File: src/pkg/mdu_pkg.sv
package mdu_pkg;

  // Register offsets in the special function register space.
  localparam logic [7:0] MDU_ACCUM_BYTE0_ADDR = 8'he9;
  localparam logic [7:0] MDU_ACCUM_BYTE1_ADDR = 8'hea;
  localparam logic [7:0] MDU_ACCUM_BYTE2_ADDR = 8'heb;
  localparam logic [7:0] MDU_ACCUM_BYTE3_ADDR = 8'hec;
  localparam logic [7:0] MDU_OPERAND_LOW_ADDR = 8'hed;
  localparam logic [7:0] MDU_OPERAND_HIGH_ADDR = 8'hee;
  localparam logic [7:0] ARITH_CONTROL_ADDR = 8'hef;

  // Field positions in the arithmetic control register.
  localparam int OP_START_BIT_POS = 7;
  localparam int OP_SELECT_BIT_POS = 6;
  localparam int CHECKSUM_START_BIT_POS = 0;

  // Reset values.
  localparam logic [31:0] MDU_ACCUM_RESET = 32'h0000_0000;
  localparam logic [15:0] MDU_OPERAND_RESET = 16'h0000;
  localparam logic [7:0] MDU_READ_IDLE = 8'h00;

  // Operation time: 16 system clocks at 100 MHz.
  localparam int MDU_CLK_PERIOD_NS = 10;
  localparam int MDU_OP_TIME_NS = 160;
  localparam int MDU_OP_CYCLES_INT = MDU_OP_TIME_NS / MDU_CLK_PERIOD_NS;
  localparam logic [4:0] MDU_OP_CYCLES = 5'(MDU_OP_CYCLES_INT);

  typedef enum logic [1:0] {
    MDU_IDLE = 2'b00,
    MDU_BUSY = 2'b01,
    MDU_DONE = 2'b10
  } mdu_state_t;

  // Register bus request.
  typedef struct packed {
    logic [7:0] addr;
    logic [7:0] wdata;
    logic wr;
    logic rd;
  } mdu_bus_req_t;

  // Operand and result set carried between the register file and the engine.
  typedef struct packed {
    logic [31:0] accum;
    logic [15:0] operand;
  } mdu_data_t;

endpackage

File: src/logic/mdu_engine.sv
`timescale 1ns/100ps
// Sequential engine: shift-and-add multiply and restoring divide, two steps a clock.
module mdu_engine import mdu_pkg::*; (
  input wire logic clk,
  input wire logic rst,
  input wire logic start,
  input wire logic divide,
  input wire mdu_data_t din,
  output mdu_data_t dout,
  output logic done
);

  typedef struct packed {
    mdu_state_t state;
    logic [4:0] count;
    logic div;
    logic [31:0] acc;
    logic [16:0] rem;
    logic [15:0] opnd;
    logic [31:0] prod;
  } mdu_eng_t;

  mdu_eng_t cur;
  mdu_eng_t next_cur;

  // Each divide cycle performs two single-bit steps, so 32 steps finish in 16 cycles; multiply does its 16 steps in the first 8.
  always_comb begin
    logic [16:0] trial;
    logic [31:0] addend;
    trial = '0;
    addend = '0;
    next_cur = cur;
    unique case (cur.state)
      MDU_IDLE, MDU_DONE: begin
        next_cur.state = MDU_IDLE;
        if (start) begin
          next_cur.state = MDU_BUSY;
          next_cur.count = '0;
          next_cur.div = divide;
          next_cur.acc = din.accum;
          next_cur.opnd = din.operand;
          next_cur.rem = '0;
          next_cur.prod = '0;
        end
      end
      MDU_BUSY: begin
        for (int i = 0; i < 2; i++) begin
          if (next_cur.div) begin
            // Restoring division: bring in the next dividend bit.
            trial = {next_cur.rem[15:0], next_cur.acc[31]};
            next_cur.acc = {next_cur.acc[30:0], 1'b0};
            if (trial >= {1'b0, next_cur.opnd}) begin
              trial = trial - {1'b0, next_cur.opnd};
              next_cur.acc[0] = 1'b1;
            end
            next_cur.rem = trial;
          end else if (next_cur.count < 5'd8) begin
            // Multiply on 16 steps, low operand bit first.
            addend = next_cur.opnd[0] ? (32'(next_cur.acc[15:0]) << (2 * next_cur.count + i))
                                      : 32'h0;
            next_cur.prod = next_cur.prod + addend;
            next_cur.opnd = {1'b0, next_cur.opnd[15:1]};
          end
        end
        next_cur.count = cur.count + 5'd1;
        if (cur.count == MDU_OP_CYCLES - 5'd1) begin
          next_cur.state = MDU_DONE;
        end
      end
      default: next_cur.state = MDU_IDLE;
    endcase
  end

  always_ff @(posedge clk) begin
    if (rst) begin
      cur <= '0;
    end else begin
      cur <= next_cur;
    end
  end

  // Results: quotient and remainder for divide, the full product for multiply.
  // They come from the last step's next value, so the write-back lands on the sixteenth
  // edge; a registered done would stretch the busy span to seventeen clocks.
  assign dout.accum = next_cur.div ? next_cur.acc : next_cur.prod;
  assign dout.operand = next_cur.div ? next_cur.rem[15:0] : MDU_OPERAND_RESET;
  assign done = (cur.state == MDU_BUSY) && (cur.count == MDU_OP_CYCLES - 5'd1);

endmodule // mdu_engine

File: src/logic/mdu_unit.sv
// Our own choice: the plain strobed port.
`timescale 1ns/100ps
// Summary of operation
// - Unsigned 16x16 multiply to 32 bits and 32/16 divide in hardware.
// - Writing one to the start bit while idle begins an operation; writing zero does nothing.
// - Start bit reads one while busy and clears when the result is ready.
// - Select zero: accumulator bytes 1:0 times operand give product in bytes 3:0.
// - Select one: accumulator divided by operand; quotient to accumulator, remainder to operand.
// - Each operation completes within 16 system clocks of its trigger.
module mdu_unit import mdu_pkg::*; (
  input wire logic clk,
  input wire logic rst,
  input wire logic [7:0] reg_addr,
  input wire logic [7:0] reg_wdata,
  input wire logic reg_wr,
  input wire logic reg_rd,
  output logic [7:0] reg_rdata,
  output logic busy,
  output logic checksum_start_bit
);

  typedef struct packed {
    logic [31:0] wide_accumulator;
    logic [15:0] operand_register;
    logic op_start_bit;
    logic op_select_bit;
    logic checksum_start_bit;
    logic [7:0] rdata;
  } mdu_regs_t;

  mdu_regs_t cur;
  mdu_regs_t next_cur;
  mdu_bus_req_t req;
  mdu_data_t eng_in;
  mdu_data_t eng_out;
  logic eng_done;
  logic start_pulse;

  assign req = '{addr: reg_addr, wdata: reg_wdata, wr: reg_wr, rd: reg_rd};
  assign eng_in = '{accum: cur.wide_accumulator, operand: cur.operand_register};

  // A one written to the start bit while idle triggers the engine.
  assign start_pulse = req.wr && (req.addr == ARITH_CONTROL_ADDR) &&
                       req.wdata[OP_START_BIT_POS] && !cur.op_start_bit;

  mdu_engine u_engine (
    .clk(clk),
    .rst(rst),
    .start(start_pulse),
    .divide(cur.op_select_bit),
    .din(eng_in),
    .dout(eng_out),
    .done(eng_done)
  );

  // Register writes, completion write-back and the registered read port.
  always_comb begin
    next_cur = cur;
    next_cur.rdata = MDU_READ_IDLE;
    if (req.wr) begin
      unique case (req.addr)
        MDU_ACCUM_BYTE0_ADDR: next_cur.wide_accumulator[7:0] = req.wdata;
        MDU_ACCUM_BYTE1_ADDR: next_cur.wide_accumulator[15:8] = req.wdata;
        MDU_ACCUM_BYTE2_ADDR: next_cur.wide_accumulator[23:16] = req.wdata;
        MDU_ACCUM_BYTE3_ADDR: next_cur.wide_accumulator[31:24] = req.wdata;
        MDU_OPERAND_LOW_ADDR: next_cur.operand_register[7:0] = req.wdata;
        MDU_OPERAND_HIGH_ADDR: next_cur.operand_register[15:8] = req.wdata;
        ARITH_CONTROL_ADDR: begin
          // The select bit is frozen mid-operation so the result matches the trigger.
          if (!cur.op_start_bit) begin
            next_cur.op_select_bit = req.wdata[OP_SELECT_BIT_POS];
          end
          next_cur.checksum_start_bit = req.wdata[CHECKSUM_START_BIT_POS];
          if (start_pulse) begin
            next_cur.op_start_bit = 1'b1;
          end
        end
        default: ;
      endcase
    end
    // Completion overrides stray accumulator writes, and operand writes for divide, since software must stay off while busy.
    if (eng_done) begin
      next_cur.wide_accumulator = eng_out.accum;
      if (cur.op_select_bit) begin
        next_cur.operand_register = eng_out.operand;
      end
      next_cur.op_start_bit = 1'b0;
    end
    if (req.rd) begin
      unique case (req.addr)
        MDU_ACCUM_BYTE0_ADDR: next_cur.rdata = cur.wide_accumulator[7:0];
        MDU_ACCUM_BYTE1_ADDR: next_cur.rdata = cur.wide_accumulator[15:8];
        MDU_ACCUM_BYTE2_ADDR: next_cur.rdata = cur.wide_accumulator[23:16];
        MDU_ACCUM_BYTE3_ADDR: next_cur.rdata = cur.wide_accumulator[31:24];
        MDU_OPERAND_LOW_ADDR: next_cur.rdata = cur.operand_register[7:0];
        MDU_OPERAND_HIGH_ADDR: next_cur.rdata = cur.operand_register[15:8];
        ARITH_CONTROL_ADDR: begin
          next_cur.rdata[OP_START_BIT_POS] = cur.op_start_bit;
          next_cur.rdata[OP_SELECT_BIT_POS] = cur.op_select_bit;
          next_cur.rdata[CHECKSUM_START_BIT_POS] = cur.checksum_start_bit;
        end
        default: next_cur.rdata = MDU_READ_IDLE;
      endcase
    end
  end

  // Reset clears every byte and control bit.
  always_ff @(posedge clk) begin
    if (rst) begin
      cur.wide_accumulator <= MDU_ACCUM_RESET;
      cur.operand_register <= MDU_OPERAND_RESET;
      cur.op_start_bit <= 1'b0;
      cur.op_select_bit <= 1'b0;
      cur.checksum_start_bit <= 1'b0;
      cur.rdata <= MDU_READ_IDLE;
    end else begin
      cur <= next_cur;
    end
  end

  assign reg_rdata = cur.rdata;
  assign busy = cur.op_start_bit;
  assign checksum_start_bit = cur.checksum_start_bit;

endmodule // mdu_unit

File: config.mk
export PLATFORM = sky130hd
export DESIGN_NAME = mdu_unit
export DESIGN_NICKNAME = d
export VERILOG_FILES = /design/src/pkg/mdu_pkg.sv /design/src/logic/mdu_engine.sv /design/src/logic/mdu_unit.sv
export SDC_FILE = /design/constraint.sdc
export NUM_CORES = 1
export LEC_CHECK = 0
export ABC_CLOCK_PERIOD_IN_PS = 7400
export BUFFER_PORTS_ARGS = -buffer_cell sky130_fd_sc_hd__buf_2
export CORE_UTILIZATION = 40
export CTS_CLUSTER_DIAMETER = 80
export DETAILED_ROUTE_END_ITERATION = 8
export GPL_ROUTABILITY_DRIVEN = 0
export GPL_TIMING_DRIVEN = 0
export PLACE_DENSITY_LB_ADDON = 0.1
export SLEW_MARGIN = 5
export SYNTH_ARGS = -nofsm -noshare
export SYNTH_HDL_FRONTEND = slang
export SYNTH_SLANG_ARGS = --single-unit
File: constraint.sdc
create_clock -name clk -period 7.4 [get_ports clk]
set_clock_uncertainty 0.1 [all_clocks]
set_input_delay 0.37 -clock clk [delete_from_list [all_inputs] [get_ports clk]]
set_output_delay 0.37 -clock clk [all_outputs]
set_load 0.03 [all_outputs]
==> results.json <==
{
  "grt_pass1_vias": 14800,
  "start_util": 0.408,
  "hold_violations": 0,
  "num_io_pins": 30,
  "setup_viol": 0,
  "drtPass1Iterations": 6,
  "grtUsageTotal": 0.336,
  "syn_nets": 2106,
  "coreArea_mm2": 0.0357,
  "synth-edff-count": 0,
  "via_count": 16100,
  "fin_util": 0.446,
  "grt_pass1_wl_um": 92900,
  "synth.most_common_cell": "nor2_1",
  "place_hpwl_um": 49200,
  "cp_slowest_cell": "or4_4",
  "grt_overflow": 0,
  "cts_max_level": 4,
  "power-per-cell-area_mw_per_mm2": 133,
  "min_period_over_period": 0.954,
  "wl_per_cell_um": 24.9,
  "worstPathMaxFanout": 10,
  "ys_seq_area_frac": 0.224,
  "cp.required_ns": 7.60,
  "cts_buffers": 17,
  "wl_um": 62500,
  "first_iter_violations": 2048,
  "die_h_um": 193,
  "hold_class": "input port to flip-flop",
  "synthAdderAreaFrac": 0.0871,
  "yosys.area_share.simple": 0.209,
  "synthTopCellsByCount": "nor2_1 (241), a21oi_1 (211), nand2_1 (210), dfxtp_1 (163), o21ai_0 (115)",
  "die_area_mm2": 0.0372,
  "io_buffers": 24,
  "synth_top_family_by_area": "compound AO/OA/AOI/OAI gates",
  "muxShareOfSynthArea": 0.0750,
  "worstSetupStartpointType": "flip-flop",
  "crit_type": "flip-flop to flip-flop",
  "synthToLayoutAreaGrowth_pct": 9.49,
  "end_kind": "flip-flop",
  "async_reset_ff_frac": 0,
  "placed_area_mm2": 0.0153,
  "slew_viol_final": 0,
  "finalSetupTns_ns": 0,
  "clk_latency_ns": 0.45,
  "synth_top_area_frac": 0.224,
  "clock_sinks": 163,
  "use_met2": 0.504,
  "fin_crit_ns": 7.06,
  "grt_busiest_layer": "met2",
  "grt_max_degree": 17,
  "synth_xor_area_frac": 0.0397,
  "drive_gt1_frac": 0.0802,
  "cts_max_path_buffers": 2,
  "timing.fmax_mhz": 142,
  "clkSlewWorstSetupHoldPaths_ns": 0.07,
  "max_stage_delay_ns": 0.54,
  "ys_ff_latch": 163,
  "ys.flop_type": "dfxtp_1",
  "synth_cells": 1987,
  "fin_nets": 2150,
  "ys_types": 91,
  "tightest_slew_ns": 1.40,
  "critical_path_arrival_ns": 7.26,
  "status": "complete, no violations",
  "die_w_um": 193,
  "cts-root-buf": "clkbuf_16",
  "antenna_left": 0,
  "yosys.area.top_type": "dfxtp_1",
  "yosys-top-cells-area": "dfxtp_1 (22%), ha_1 (8.2%), a21oi_1 (7.2%)",
  "yosys_warnings": 0,
  "antenna_found_initial": 2,
  "final_cell_area_mm2": 0.0159,
  "total_power_mw": 2.12,
  "rsz0062_at_grt": "no",
  "max_cap_viol_count": 0,
  "grt_use_met3": 0.0618,
  "synth_area_mm2": 0.0146,
  "drc_errors": 0,
  "syn_avg_cell_area_um2": 7.33,
  "rows": 69,
  "antenna_cells": 0,
  "ir_drop_mv": 0.125,
  "max_slew_margin": 0.0608,
  "leakagePower_nw": 6.54,
  "synth_compound_area_frac": 0.313,
  "grt.met1_usage": 0.459,
  "via_per_inst": 6.41,
  "cts_tree": "built",
  "cpMostUsedCell": "o21ai_0"
}
==> per-layer routing <==
layer	part of all wire	routed length, um
met1	0.43	27000
met2	0.42	26100
met3	0.095	5940
met4	0.054	3400
met5	0.00043	27
==> state kept, by name (all words and copies together), names as in the netlist <==
signal and count:
busy 1, checksum_start_bit 1, cur 49, reg_rdata 8, u_engine.cur 104
==> report_power, final <==
part           internal (mW)  switching, mW  leakage, nW
combinational          0.105          0.195         4.93
sequential             0.879        0.00331         1.31
clock                  0.527          0.409        0.297
==> cells in the final DEF (no fill, tap or decap), types with 44 or more instances in the layout <==
master / instances
dfxtp_1: 163
clkbuf_1: 86
buf_2: 44
mux2i_1: 80
ha_1: 95
nor2_1: 241
a31oi_1: 46
nand2_1: 210
a21oi_1: 211
o21ai_0: 114
a21o_1: 44
inv_1: 46
==> repair_timing <==
item,in CTS,in global routing
buffers inserted,0,2
hold buffers,0,0
gates cloned,0,0
resized for setup,3,21
pin swaps,0,1
endpoints found under the setup margin,11,19
==> worst max-delay path: cells and delay by family (launching register included) <==
kind | cells | cell delay [ns]
AOI/OAI and AO/OA | 14 | 3.38
and+or+nand+nor | 5 | 1.12
adders and majority gates | 2 | 0.80
muxes | 2 | 0.62
DFF | 1 | 0.40
buffers and inverters | 1 | 0.29
xor gates and xnor gates | 1 | 0.17
==> final cells by class <==
type | instances | area [um2]
tap | 461 | 577
fill | 3761 | 19800
sequential | 163 | 3260
clock inverter | 11 | 128
inverter | 47 | 176
multi-input combinational | 1643 | 10600
timing repair buffer | 26 | 135
clock buffer | 21 | 470
buffer | 133 | 587
==> logic make-up after synthesis <==
family | count (synthesis)
AO/OA/AOI/OAI | 700
AND/OR/NAND/NOR | 673
buffers and inverters | 181
flip-flops | 163
multiplexers | 105
adder cells (fa/ha/maj) | 99
XOR/XNOR | 66
==> metrics by stage <==
step	std cells	hold slack, ns	setup WS [ns]
floorplan	1987	0.346	1.28
global placement	2472	0.389	-0.134
detailed placement	2472	0.394	-0.220
CTS	2504	0.114	0.0162
global route	2505	0.133	0.0129
finish	2505	0.115	0.342
==> worst paths after layout <==
path,from,to,slack [ns],cells past startpoint
min,reg_wdata[6],cur[9],0.11,3
max,u_engine.cur[99],u_engine.cur[31],0.34,25
max reg2reg,u_engine.cur[99],u_engine.cur[31],0.34,25
min reg2reg,cur[26],u_engine.cur[47],0.41,2
No activity file was read; power rests on OpenSTA's default activity.
